$ cat src/verilog/_unused.sv
`default_nettype none
`default_nettype wire

$ cat src/verilog/timer_pkg.sv
// Contract
// - Compare register is checked against the count on each count tick; equality then raises match_interrupt.
// - Compare register is not initialised by reset; software writes it first.
// - Compare lowered below count: counter wraps through overflow; software restarts.
// - Valid edge on timer_input_pin copies count_register into capture_register.
// - Edge during capture read: capture skipped, edge_interrupt_flag still raised.
// - Reset clears count_register to zero.
// - Reading count_register goes through capture_register, overwriting its content.
// - Reset clears clock_select_register; it selects count clock and clock output.
// - Mode register resets to zero: mode bits 3..1, overflow bit 0.
// - Mode zero stops timer, holds count at zero, no match interrupt or output toggle; edge interrupt still raised.
// - 001 PWM, 01x free run, 10x clear on edge, 11x clear on match.
// - Non-PWM: field bit 0 clear means match only, set adds edge.
// - Overflow flag reads one once count overflow detected, else zero.
// - Output control resets to zero: set, reset, toggle, level, enable.
// - Clock select bits 6..4: pin edge, or main clock by 1,2,4,8.
// - Flip-flop set and reset command bits always read back as zero.
// - Output control bit 1 chooses the PWM active level.
// - Output control bit 0 enables driving timer output onto the pin.
`default_nettype none
package timer_pkg;
  localparam int          CNT_W          = 16;
  localparam int          DATA_W         = 16;
  localparam int          ADDR_W         = 16;
  localparam logic [15:0] ADDR_COMPARE   = 16'hff40;
  localparam logic [15:0] ADDR_CAPTURE   = 16'hff42;
  localparam logic [15:0] ADDR_COUNT     = 16'hff44;
  localparam logic [15:0] ADDR_MODE      = 16'hff48;
  localparam logic [15:0] ADDR_CLKSEL    = 16'hff4a;
  localparam logic [15:0] ADDR_OUTCTL    = 16'hff4c;
  localparam logic [15:0] CNT_ZERO       = 16'h0000;
  localparam logic [15:0] CNT_MAX        = 16'hffff;
  localparam logic [7:0]  MODE_RST       = 8'h00;
  localparam logic [7:0]  CLKSEL_RST     = 8'h00;
  localparam logic [7:0]  OUTCTL_RST     = 8'h00;
  localparam logic [7:0]  BYTE_ZERO      = 8'h00;
  localparam int          OVF_BIT        = 0;
  localparam int          MODE_LSB       = 1;
  localparam int          MODE_MSB       = 3;
  localparam int          CCLK_LSB       = 4;
  localparam int          CCLK_MSB       = 6;
  localparam int          CLKOUT_SEL_LSB = 0;
  localparam int          CLKOUT_SEL_MSB = 2;
  localparam int          CLKOUT_EN_BIT  = 7;
  localparam int          OE_BIT         = 0;
  localparam int          PWM_LVL_BIT    = 1;
  localparam int          TOGGLE_EN_BIT  = 2;
  localparam int          FF_RST_BIT     = 3;
  localparam int          FF_SET_BIT     = 4;
  localparam int          PWM_LSB        = 2;
  localparam logic [2:0]  PRESC_RST      = 3'h0;
  localparam logic [1:0]  PRESC_DIV4     = 2'h3;
  localparam logic [2:0]  PRESC_DIV8     = 3'h7;
  localparam logic [1:0]  EDGE_FALL      = 2'h0;
  localparam logic [1:0]  EDGE_RISE      = 2'h1;
  localparam logic [1:0]  EDGE_BOTH      = 2'h2;
  localparam logic [1:0]  SAMP_RST       = 2'h0;

  typedef enum logic [2:0] {
    MODE_STOP      = 3'b000,
    MODE_PWM       = 3'b001,
    MODE_FREE      = 3'b010,
    MODE_FREE_EDGE = 3'b011,
    MODE_CLRE      = 3'b100,
    MODE_CLRE_EDGE = 3'b101,
    MODE_CLRM      = 3'b110,
    MODE_CLRM_EDGE = 3'b111
  } mode_t;

  typedef enum logic [2:0] {
    CCLK_PIN  = 3'b000,
    CCLK_DIV1 = 3'b001,
    CCLK_DIV2 = 3'b010,
    CCLK_DIV4 = 3'b011,
    CCLK_DIV8 = 3'b100
  } cclk_t;
endpackage
`default_nettype wire

$ cat src/verilog/timer_edge_filter.sv
`default_nettype none
module timer_edge_filter
  import timer_pkg::*;
(
  input  wire logic       clk_sys_i,
  input  wire logic       srst_i,
  input  wire logic       ce_i,
  input  wire logic       pin_i,
  input  wire logic [1:0] edge_sel_i,
  output logic            edge_o
);
  logic [1:0] samp_ff;
  logic       lvl_ff;
  logic       agree;
  logic       rise;
  logic       fall;

  // Two equal samples needed, so one-sample glitches are dropped
  assign agree = samp_ff[1] == samp_ff[0];
  assign rise  = agree & samp_ff[0] & ~lvl_ff;
  assign fall  = agree & ~samp_ff[0] & lvl_ff;

  always_ff @(posedge clk_sys_i) begin
    if (srst_i) begin
      samp_ff <= SAMP_RST;
      lvl_ff  <= 1'b0;
    end else if (ce_i) begin
      samp_ff <= {samp_ff[0], pin_i};
      if (agree) begin
        lvl_ff <= samp_ff[0];
      end
    end
  end

  always_ff @(posedge clk_sys_i) begin
    if (srst_i) begin
      edge_o <= 1'b0;
    end else if (ce_i) begin
      if (edge_sel_i == EDGE_FALL) begin
        edge_o <= fall;
      end else if (edge_sel_i == EDGE_RISE) begin
        edge_o <= rise;
      end else if (edge_sel_i == EDGE_BOTH) begin
        edge_o <= rise | fall;
      end else begin
        edge_o <= 1'b0;
      end
    end
  end
endmodule
`default_nettype wire

$ cat src/verilog/timer_event_counter_16bit.sv
`default_nettype none
module timer_event_counter_16bit
  import timer_pkg::*;
#(
  parameter int CLKOUT_DIV_W = 8
) (
  input  wire logic              clk_sys_i,
  input  wire logic              srst_i,
  input  wire logic              ce_i,
  input  wire logic [ADDR_W-1:0] reg_addr_i,
  input  wire logic              reg_wr_i,
  input  wire logic              reg_rd_i,
  input  wire logic [DATA_W-1:0] reg_wdata_i,
  output logic      [DATA_W-1:0] reg_rdata_o,
  input  wire logic              timer_input_pin_i,
  input  wire logic [1:0]        edge_sel_i,
  output logic                   match_interrupt_o,
  output logic                   external_edge_interrupt_o,
  output logic                   timer_output_pin_o,
  output logic                   timer_output_oe_o,
  output logic                   programmable_clock_output_o
);
  logic [CNT_W-1:0]        count_register_ff;
  logic [CNT_W-1:0]        compare_register_ff;
  logic [CNT_W-1:0]        capture_register_ff;
  mode_t                   mode_ff;
  logic                    overflow_flag_ff;
  logic [7:0]              clock_select_ff;
  logic [7:0]              output_control_ff;
  logic                    output_flipflop_ff;
  logic [2:0]              presc_ff;
  logic [CLKOUT_DIV_W-1:0] clkdiv_ff;
  logic                    valid_edge;
  logic                    running;
  logic                    tick;
  logic                    is_match;
  logic                    match_hit;
  logic                    ovf_set;
  logic                    clear_on_edge;
  logic                    clear_on_match;
  logic                    pwm_mode;
  logic                    pwm_active;
  logic                    out_event;
  logic                    wr_mode;
  logic                    wr_outctl;
  logic                    rd_capture;
  logic                    rd_count;

  function automatic logic hit(input logic [ADDR_W-1:0] a,
                               input logic [ADDR_W-1:0] r);
    hit = a == r;
  endfunction

  function automatic logic count_tick(input logic [2:0] sel,
                                      input logic [2:0] p,
                                      input logic       e);
    count_tick = 1'b0;
    case (sel)
      CCLK_PIN:  count_tick = e;
      CCLK_DIV1: count_tick = 1'b1;
      CCLK_DIV2: count_tick = p[0];
      CCLK_DIV4: count_tick = p[1:0] == PRESC_DIV4;
      CCLK_DIV8: count_tick = p == PRESC_DIV8;
      default:   count_tick = 1'b0;
    endcase
  endfunction

  timer_edge_filter u_edge (
    .clk_sys_i  (clk_sys_i),
    .srst_i     (srst_i),
    .ce_i       (ce_i),
    .pin_i      (timer_input_pin_i),
    .edge_sel_i (edge_sel_i),
    .edge_o     (valid_edge)
  );

  assign wr_mode        = reg_wr_i & hit(reg_addr_i, ADDR_MODE);
  assign wr_outctl      = reg_wr_i & hit(reg_addr_i, ADDR_OUTCTL);
  assign rd_capture     = reg_rd_i & hit(reg_addr_i, ADDR_CAPTURE);
  assign rd_count       = reg_rd_i & hit(reg_addr_i, ADDR_COUNT);
  assign running        = mode_ff != MODE_STOP;
  assign pwm_mode       = mode_ff == MODE_PWM;
  // Prohibited clock codes simply never tick
  assign tick           = running & count_tick(
                            clock_select_ff[CCLK_MSB:CCLK_LSB],
                            presc_ff, valid_edge);
  assign is_match       = count_register_ff == compare_register_ff;
  assign match_hit      = tick & is_match;
  assign ovf_set        = tick & (count_register_ff == CNT_MAX);
  assign clear_on_edge  = running & mode_ff[2] & ~mode_ff[1] &
                          valid_edge;
  assign clear_on_match = mode_ff[2] & mode_ff[1];
  assign pwm_active     = count_register_ff[CNT_W-1:PWM_LSB] <
                          compare_register_ff[CNT_W-1:PWM_LSB];
  assign out_event      = output_control_ff[TOGGLE_EN_BIT] & ~pwm_mode &
                          running &
                          (match_hit | (mode_ff[0] & valid_edge));

  always_ff @(posedge clk_sys_i) begin
    if (srst_i) begin
      presc_ff  <= PRESC_RST;
      clkdiv_ff <= '0;
    end else if (ce_i) begin
      presc_ff  <= presc_ff + 3'h1;
      clkdiv_ff <= clkdiv_ff + CLKOUT_DIV_W'(1);
    end
  end

  always_ff @(posedge clk_sys_i) begin
    if (srst_i) begin
      count_register_ff <= CNT_ZERO;
    end else if (ce_i) begin
      if (!running) begin
        count_register_ff <= CNT_ZERO;
      end else if (clear_on_edge) begin
        count_register_ff <= CNT_ZERO;
      end else if (tick) begin
        if (clear_on_match && is_match) begin
          count_register_ff <= CNT_ZERO;
        end else begin
          // Below-count compare just wraps through FFFF
          count_register_ff <= count_register_ff + 16'h0001;
        end
      end
    end
  end

  // Not reset: stays undefined until software writes it
  always_ff @(posedge clk_sys_i) begin
    if (ce_i && reg_wr_i && hit(reg_addr_i, ADDR_COMPARE)) begin
      compare_register_ff <= reg_wdata_i;
    end
  end

  always_ff @(posedge clk_sys_i) begin
    if (ce_i) begin
      if (rd_count) begin
        capture_register_ff <= count_register_ff;
      end else if (valid_edge && !rd_capture) begin
        capture_register_ff <= count_register_ff;
      end
    end
  end

  always_ff @(posedge clk_sys_i) begin
    if (srst_i) begin
      mode_ff          <= mode_t'(MODE_RST[MODE_MSB:MODE_LSB]);
      overflow_flag_ff <= MODE_RST[OVF_BIT];
    end else if (ce_i) begin
      if (wr_mode) begin
        mode_ff <= mode_t'(reg_wdata_i[MODE_MSB:MODE_LSB]);
      end
      // Hardware set wins over a software clear in the same cycle
      if (ovf_set) begin
        overflow_flag_ff <= 1'b1;
      end else if (wr_mode && !reg_wdata_i[OVF_BIT]) begin
        overflow_flag_ff <= 1'b0;
      end
    end
  end

  always_ff @(posedge clk_sys_i) begin
    if (srst_i) begin
      clock_select_ff <= CLKSEL_RST;
    end else if (ce_i && reg_wr_i && hit(reg_addr_i, ADDR_CLKSEL)) begin
      clock_select_ff <= reg_wdata_i[7:0];
    end
  end

  always_ff @(posedge clk_sys_i) begin
    if (srst_i) begin
      output_control_ff <= OUTCTL_RST;
    end else if (ce_i && wr_outctl) begin
      output_control_ff <= reg_wdata_i[7:0];
      output_control_ff[FF_RST_BIT] <= 1'b0;
      output_control_ff[FF_SET_BIT] <= 1'b0;
    end
  end

  always_ff @(posedge clk_sys_i) begin
    if (srst_i) begin
      output_flipflop_ff <= 1'b0;
    end else if (ce_i) begin
      if (wr_outctl && reg_wdata_i[FF_SET_BIT]) begin
        output_flipflop_ff <= 1'b1;
      end else if (wr_outctl && reg_wdata_i[FF_RST_BIT]) begin
        output_flipflop_ff <= 1'b0;
      end else if (out_event) begin
        output_flipflop_ff <= ~output_flipflop_ff;
      end
    end
  end

  always_ff @(posedge clk_sys_i) begin
    if (srst_i) begin
      timer_output_pin_o <= 1'b0;
      timer_output_oe_o  <= 1'b0;
    end else if (ce_i) begin
      timer_output_oe_o <= output_control_ff[OE_BIT];
      if (!output_control_ff[OE_BIT]) begin
        timer_output_pin_o <= 1'b0;
      end else if (pwm_mode) begin
        timer_output_pin_o <= pwm_active ~^
                              output_control_ff[PWM_LVL_BIT];
      end else begin
        timer_output_pin_o <= output_flipflop_ff;
      end
    end
  end

  always_ff @(posedge clk_sys_i) begin
    if (srst_i) begin
      match_interrupt_o         <= 1'b0;
      external_edge_interrupt_o <= 1'b0;
    end else if (ce_i) begin
      match_interrupt_o         <= match_hit;
      external_edge_interrupt_o <= valid_edge;
    end
  end

  always_ff @(posedge clk_sys_i) begin
    if (srst_i) begin
      programmable_clock_output_o <= 1'b0;
    end else if (ce_i) begin
      programmable_clock_output_o <= clock_select_ff[CLKOUT_EN_BIT] &
        clkdiv_ff[clock_select_ff[CLKOUT_SEL_MSB:CLKOUT_SEL_LSB]];
    end
  end

  always_ff @(posedge clk_sys_i) begin
    if (srst_i) begin
      reg_rdata_o <= CNT_ZERO;
    end else if (ce_i && reg_rd_i) begin
      if (hit(reg_addr_i, ADDR_COMPARE)) begin
        reg_rdata_o <= compare_register_ff;
      end else if (hit(reg_addr_i, ADDR_CAPTURE)) begin
        reg_rdata_o <= capture_register_ff;
      end else if (hit(reg_addr_i, ADDR_COUNT)) begin
        reg_rdata_o <= count_register_ff;
      end else if (hit(reg_addr_i, ADDR_MODE)) begin
        reg_rdata_o <= {BYTE_ZERO, 4'h0, mode_ff,
                        overflow_flag_ff};
      end else if (hit(reg_addr_i, ADDR_CLKSEL)) begin
        reg_rdata_o <= {BYTE_ZERO, clock_select_ff};
      end else if (hit(reg_addr_i, ADDR_OUTCTL)) begin
        reg_rdata_o <= {BYTE_ZERO, output_control_ff};
      end else begin
        reg_rdata_o <= CNT_ZERO;
      end
    end
  end

  match_irq_a: assert property (@(posedge clk_sys_i) disable iff (srst_i)
    ce_i && match_hit |=> match_interrupt_o)
    else $error("match without interrupt");

  no_match_irq_a: assert property (@(posedge clk_sys_i) disable iff (srst_i)
    ce_i && !running |=> !match_interrupt_o)
    else $error("interrupt while stopped");

  stop_hold_a: assert property (@(posedge clk_sys_i) disable iff (srst_i)
    ce_i && !wr_mode && !running |=> ##1
      (count_register_ff == CNT_ZERO) || $past(running))
    else $error("count not held at zero");

  reset_regs_a: assert property (@(posedge clk_sys_i) disable iff (srst_i)
    $past(srst_i) |-> count_register_ff == CNT_ZERO &&
      clock_select_ff == CLKSEL_RST && output_control_ff == OUTCTL_RST &&
      mode_ff == MODE_STOP && !overflow_flag_ff)
    else $error("reset values wrong");

  ovf_sticky_a: assert property (@(posedge clk_sys_i) disable iff (srst_i)
    ce_i && ovf_set |=> overflow_flag_ff ##1
      (overflow_flag_ff || $past(wr_mode)))
    else $error("overflow flag lost");

  capture_a: assert property (@(posedge clk_sys_i) disable iff (srst_i)
    ce_i && valid_edge && !rd_capture |=>
      capture_register_ff == $past(count_register_ff))
    else $error("capture missed");

  cap_skip_a: assert property (@(posedge clk_sys_i) disable iff (srst_i)
    ce_i && valid_edge && rd_capture |=>
      capture_register_ff == $past(capture_register_ff) &&
      external_edge_interrupt_o)
    else $error("capture not skipped during read");

  count_read_a: assert property (@(posedge clk_sys_i) disable iff (srst_i)
    ce_i && rd_count |=> capture_register_ff == reg_rdata_o &&
      reg_rdata_o == $past(count_register_ff))
    else $error("count read not via capture");

  clear_match_a: assert property (@(posedge clk_sys_i) disable iff (srst_i)
    ce_i && match_hit && clear_on_match && !clear_on_edge |=>
      count_register_ff == CNT_ZERO)
    else $error("no clear on match");

  cmd_bits_a: assert property (@(posedge clk_sys_i) disable iff (srst_i)
    ce_i && wr_outctl |=> !output_control_ff[FF_SET_BIT] &&
      !output_control_ff[FF_RST_BIT])
    else $error("command bits stuck");

  toggle_a: assert property (@(posedge clk_sys_i) disable iff (srst_i)
    ce_i && out_event && !wr_outctl |=>
      output_flipflop_ff != $past(output_flipflop_ff))
    else $error("output flip-flop did not toggle");

  pin_off_a: assert property (@(posedge clk_sys_i) disable iff (srst_i)
    ce_i && !output_control_ff[OE_BIT] |=>
      !timer_output_pin_o && !timer_output_oe_o)
    else $error("pin driven while disabled");

  cover_match_c: cover property (@(posedge clk_sys_i) disable iff (srst_i)
    match_hit && clear_on_match);
  cover_ovf_c: cover property (@(posedge clk_sys_i) disable iff (srst_i)
    ovf_set);
  cover_skip_c: cover property (@(posedge clk_sys_i) disable iff (srst_i)
    valid_edge && rd_capture);
  cover_pwm_c: cover property (@(posedge clk_sys_i) disable iff (srst_i)
    pwm_mode && output_control_ff[OE_BIT] && pwm_active);
endmodule
`default_nettype wire

$ cat config.mk
export PLATFORM = sky130hd
export DESIGN_NAME = timer_event_counter_16bit
export DESIGN_NICKNAME = d
export VERILOG_FILES = /design/src/verilog/_unused.sv /design/src/verilog/timer_pkg.sv /design/src/verilog/timer_edge_filter.sv /design/src/verilog/timer_event_counter_16bit.sv
export SDC_FILE = /design/constraint.sdc
export NUM_CORES = 1
export LEC_CHECK = 0
export ABC_AREA = 1
export BUFFER_PORTS_ARGS = -buffer_cell sky130_fd_sc_hd__buf_2
export CORE_MARGIN = 2
export CORE_UTILIZATION = 50
export CTS_BUF_LIST = sky130_fd_sc_hd__clkbuf_2 sky130_fd_sc_hd__clkbuf_4 sky130_fd_sc_hd__clkbuf_8
export CTS_CLUSTER_DIAMETER = 100
export DETAILED_ROUTE_END_ITERATION = 8
export GPL_TIMING_DRIVEN = 0
export PLACE_DENSITY = 0.7
export REMOVE_ABC_BUFFERS = 1
export SLEW_MARGIN = 20
export SYNTH_ARGS = -nofsm -noshare
export SYNTH_HDL_FRONTEND = slang
export SYNTH_SLANG_ARGS = --single-unit
$ cat constraint.sdc
create_clock -name clk_sys_i -period 5.1 [get_ports clk_sys_i]
set_clock_uncertainty 0.1 [all_clocks]
set_input_delay 0.765 -clock clk_sys_i [delete_from_list [all_inputs] [get_ports clk_sys_i]]
set_output_delay 0.765 -clock clk_sys_i [all_outputs]
set_load 0.1 [all_outputs]
# ---- Word-level counts from Yosys, hierarchy flattened
# Cells that the tools add are included.
# W data, S select, Z words.
dict set report word_totals {
  output_inout_bits 21
  elab_cells 120
  reg_bits 103
  input_bits 40
}
dict set report classes {
  n_bitwise 28
  muxes 25
  add_sub_neg 3
  n_lt_le_gt_ge 2
  n_reduce_logical 24
  n_eq_ne 19
}
# cell count
set ops {}
lappend ops {{$mux W16} 9}
lappend ops {{$eq A16 B16 Y1 const B} 7}
lappend ops {{$mux W8} 3}
lappend ops {{$and A1 B1 Y1} 20}
lappend ops {{$add A16 B1 Y16 const B} 1}
lappend ops {{$eq A16 B16 Y1} 1}
lappend ops {{$lt A14 B14 Y1} 1}
lappend ops {{$reduce_and A2 Y1} 6}
lappend ops {{$mux W1} 11}
lappend ops {{$logic_and A1 B1 Y1} 10}
lappend ops {{$add A8 B1 Y8 const B} 1}
lappend ops {{$eq A3 B1 Y1 const B} 2}
lappend ops {{$eq A3 B2 Y1 const B} 2}
lappend ops {{$eq A3 B3 Y1 const B} 2}
lappend ops {{$reduce_bool A3 Y1} 2}
lappend ops {{$not A1 Y1} 5}
lappend ops {{$pmux W1 S5} 1}
lappend ops {{$eq A2 B2 Y1 const B} 2}
lappend ops {{$lt A3 B4 Y1 const B} 1}
lappend ops {{$reduce_bool A2 Y1} 2}
lappend ops {{$add A3 B1 Y3 const B} 1}
lappend ops {{$bmux W1 S3} 1}
lappend ops {{$logic_not A3 Y1} 1}
lappend ops {{$ne A3 B1 Y1 const B} 1}
lappend ops {{other kinds (6)} 8}

# ---- Depth between registers and ports, before layout
dict set report logic_depth {
  ltp_word 9
  depth_mapped 15
  mapped_depth_nobuf 14
}

# ---- Cells and area by module
# A second synthesis with hierarchy kept.
dict set report unflattened {
  hier_cells 677
  area_unflattened_um2 5267.6
}
# mod seq_area_each_um2 cells_each area_each_um2 n_inst
set modules_own_cells {}
lappend modules_own_cells {timer_event_counter_16bit 2302.2 647 5058.6 1}
lappend modules_own_cells {timer_edge_filter 80.1 30 209.0 1}

# ---- Least setup slack after synthesis
# OpenSTA, ideal clock, no wires.
dict set report synth_timing {
  path_type {in2reg}
  start {input port reg_addr_i[9]}
  end {register capture_register_ff[0], enable pin}
  setup_time_ps 388
  setup_slack_ps 2361
  required_time_ps 4612
  stages 8
  arrival_time_ps 2250
  path_buffers 0
  path_cell_list {nand2_1 -> nor2_1 -> nand2_1 -> inv_2 -> nand2_1 -> inv_2 -> a22oi_1 -> nor2_1}
}
dict set report synth_via {
  elab_chain_cells 6
  elab_cells_between_ends 8
  classes_between {2 x eq/ne; 2 x bitwise; 4 x reduce/logical}
}
# element line
set synth_rtl {}
lappend synth_rtl {{from (decl)} timer_event_counter_16bit.sv:10} ;# input wire logic [ADDR_W-1:0] reg_addr_i,
lappend synth_rtl {{$eq A16 B16 Y1} timer_event_counter_16bit.sv:51} ;# hit = a == r;
lappend synth_rtl {{$and A1 B1 Y1} timer_event_counter_16bit.sv:79} ;# assign rd_capture = reg_rd_i & hit(reg_addr_i, ADDR_CAPTURE);
lappend synth_rtl {{$logic_not A1 Y1} timer_event_counter_16bit.sv:139} ;# end else if (valid_edge && !rd_capture) begin
lappend synth_rtl {{$logic_and A1 B1 Y1} timer_event_counter_16bit.sv:139}
lappend synth_rtl {{$reduce_bool A2 Y1 (no source line) (*)} n/a}
lappend synth_rtl {{$reduce_and A2 Y1 (no source line) (*)} n/a}
lappend synth_rtl {{to (signal assigned)} timer_event_counter_16bit.sv:138} ;# capture_register_ff <= count_register_ff;
lappend synth_rtl {{to (signal assigned)} timer_event_counter_16bit.sv:140} ;# capture_register_ff <= count_register_ff;
lappend synth_rtl {{to (decl)} timer_event_counter_16bit.sv:25} ;# logic [CNT_W-1:0] capture_register_ff;
# Every way passes the cells marked *; elsewhere a longest branch is shown, timed or not.
# A chain may end at the register's enable or synchronous reset.

# ---- Final worst setup path
dict set report layout_timing {
  start {input port reg_addr_i[13]}
  end {register capture_register_ff[12], enable pin}
}
# Same word-level chain as after synthesis.

==> key figures <==
Outcome
  • Status: complete, no violations

Hold path
  • Worst hold stages: 2
  • Hold wc startpoint: output_control_ff[5]
  • Worst hold path class: flop to flop

Global route
  • Largest net degree at the start of global routing: 31
  • GRT Total Usage: 0.2231
  • Initial antenna violation count: 0
  • Global route total overflow: 0
  • Vias in the first global route: 4009
  • Global-route wire length before repair: 19400 um

CTS
  • Total CTS buffers: 9
  • Clock Path Buffers: 2
  • Post-CTS sizing: 0
  • CTS tree: yes
  • Hold-fix buffers, CTS: 0
  • H-tree Lvls: 3
  • Clock Pin Slew Worst Setup and Hold Paths: 0.10 ns
  • Clk_lat worst skew: 0.38 ns
  • Clock Sinks: 103
  • Clk root buf: clkbuf_8
  • Setup Fix Bufs, Post-CTS: 0

Synthesis
  • Area contributors post-synth: dfxtp_1 28%, edfxtp_1 19%, nand2_1 11%, nor2_1 6.0%, a21oi_1 5.8%
  • Most common cell in the netlist: nand2_1
  • Syn_area_per_cell: 7.702 um^2
  • Yosys reg bits: 103
  • Top cells by count, synth: 149 x nand2_1, 81 x nor2_1, 75 x inv_1
  • Register area share after synthesis: 0.4729
  • Yosys top cell by area: dfxtp_1
  • Yosys cell types: 38
  • Synth top area share: 0.2822
  • Most common flop cell mapped by yosys: dfxtp_1
  • Post-Syn Instances: 654
  • Yosys warning count: 0
  • Post-synth EDFFs: 32
  • Async set-reset flop share out of synthesis: 0
  • Synthesized area: 5037 um^2

Setup path
  • CP peak stage delay: 0.46 ns
  • R2r worst-path depth: 8
  • Setup crit start: reg_addr_i[13]
  • Crit path cell chain: buf_2, nand2_1, nor2_1, nand2_1, inv_2, nand2_1, inv_2, a22oi_1, nor2_2, buf_6
  • Crit. End Element: flop
  • Required @ worst endpoint: 5.10 ns
  • Critical path type: input port to flop
  • Setup crit start kind: input port
  • Slowest-stage cell, CP: nor2_2
  • Crit path top cell by count: nand2_1
  • Crit-path max FO: 17
  • R2R Path Start: count_register_ff[15]
  • WP data arrival: 2.91 ns

Die
  • Die width: 104.4 um
  • Site Rows: 36
  • Initial core utilization: 0.5154
  • I/O pin cnt: 61
  • Core footprint: 9774 um^2
  • Die area: 10890 um^2
  • Die Y: 104.4 um

Drt
  • DRC: 0
  • Average wire per standard cell: 13.97 um
  • Routed WL: 11840 um
  • Drt pass-1 iters: 5
  • DRT iter0 DRCs: 329
  • Vias: 4419
  • Routed Antenna Nets: 0
  • Via density: 5.211

Pwr
  • Clock power frac: 0.358
  • Internal power: 1.116 mW
  • Peak VDD IR: 163.0 uV
  • Logic gate share of total power: 0.054
  • Net Sw Power: 0.3444 mW
  • PD cells: 259.3 nW/um^2
  • Part of the power in registers: 0.588
  • Leak pwr: 2.273 nW
  • Switching portion of total power: 0.2359

Timing
  • Max-slew headroom: 0.3887
  • Setup TNS: 0 ns
  • Period utilization: 0.5709
  • Final hold violations: 0
  • Slew Viols, Final: 0
  • Period minus WS final: 2.912 ns
  • Fmax: 343.5 MHz
  • Worst-margin pin slew: 0.9160 ns
  • Setup Viol. Count Final: 0
  • RSZ-0062 raised after global routing: no

Finish
  • Fin util: 0.5763
  • Area delta synth->final: 11.82%
  • Share of cells above drive strength 1: 0.1273
  • Nets: 770
  • N_diodes: 0

Job
  • Max-cap viol count: 0

Placement
  • Dpl hpwl: 8543 um
  • # port buffers: 60
  • GPL Wtd Cong: 0.8726
-- final cells by class --
cell class	count	area [um^2]
inverters	80	300.3
clock inverters	5	58.81
multi-input cells	455	2275
repair buffers	61	311.5
clock buffers	11	138.9
flip-flops and latches	103	2382
well taps	133	166.4
fillers	904	4141
-- state kept, by name, summed over array words and instances (netlist names), 2 cells and up --
name                 cells
capture_register_ff     16
clkdiv_ff                8
clock_select_ff          8
compare_register_ff     16
count_register_ff       16
mode_ff                  3
output_control_ff        6
presc_ff                 3
reg_rdata_o             16
u_edge.samp_ff           2
-- worst paths after layout --
check	slack, ns	to
hold / removal	0.36	output_control_ff[5]
setup reg to reg	2.87	count_register_ff[15]
setup / recovery	2.19	capture_register_ff[12]
hold reg to reg	0.36	output_control_ff[5]
-- metrics by stage --
step	total power, mW	instance area (um^2)	cells	hold WS [ns]	worst slack (ns)
after CTS	1.469	5633	848	0.3578	2.198
after floorplan	0.9150	4952	638	0.3261	2.258
after detailed placement	0.9565	5435	832	0.3436	1.796
final	1.460	5633	848	0.3553	2.188
after global routing	1.505	5633	848	0.3836	1.981
after global placement	0.9525	5419	831	0.3362	1.274
-- power by group through the flow --
| stage | Sequential (mW) | Clock [mW] | Combinational, mW |
|---|---|---|---|
| 4_1_cts | 0.859 | 0.531 | 0.0792 |
| 2_1_floorplan | 0.878 | 0 | 0.0374 |
| 3_5_place_dp | 0.878 | 0 | 0.0787 |
| 3_3_place_gp | 0.877 | 0 | 0.0753 |
| 5_1_grt | 0.860 | 0.556 | 0.0890 |
| 6_report | 0.859 | 0.522 | 0.0791 |
-- metal layers --
metal / track usage / share of wire / up-vias
met2: 0.3520 / 0.45 / 121
met5: 0 / 0 / -
li1: - / - / 2273
met3: 0.03133 / 0.050 / 11
met4: 0.07432 / 0.014 / 0
met1: 0.3151 / 0.49 / 2014
-- cells by family after synthesis --
kind of cell | count (synthesis) | synth area share
xor gates and xnor gates | 10 | 0.01739
buffers and inverters | 96 | 0.07650
and+or+nand+nor | 299 | 0.2506
AOI/OAI and AO/OA | 126 | 0.1329
adders and majority gates | 20 | 0.04968
DFF | 103 | 0.4729
-- worst max-delay path, delay by kind of cell --
| kind | cells | cell delay [ns] |
|---|---|---|
| simple gates | 5 | 1.10 |
| buf+inv | 4 | 0.88 |
| compound gates | 1 | 0.14 |
-- layout by cell type (no fill, tap or decap), types with 3 or more instances in the layout --
cell      netlist  layout
nor3_1          7       7
nand4_1        19      19
a21oi_1        58      58
clkbuf_8        0       9
ha_1           20      20
nand2_1       149     149
edfxtp_1       32      32
xor2_1          8       8
a31oi_1         3       3
o21ai_0        53      53
nor2_1         81      79
inv_2           5       5
nor2_2          2       4
buf_2           5      60
nand3_1        33      33
dfxtp_1        71      71
inv_1          75      75
(Power assumes the default switching activity.)
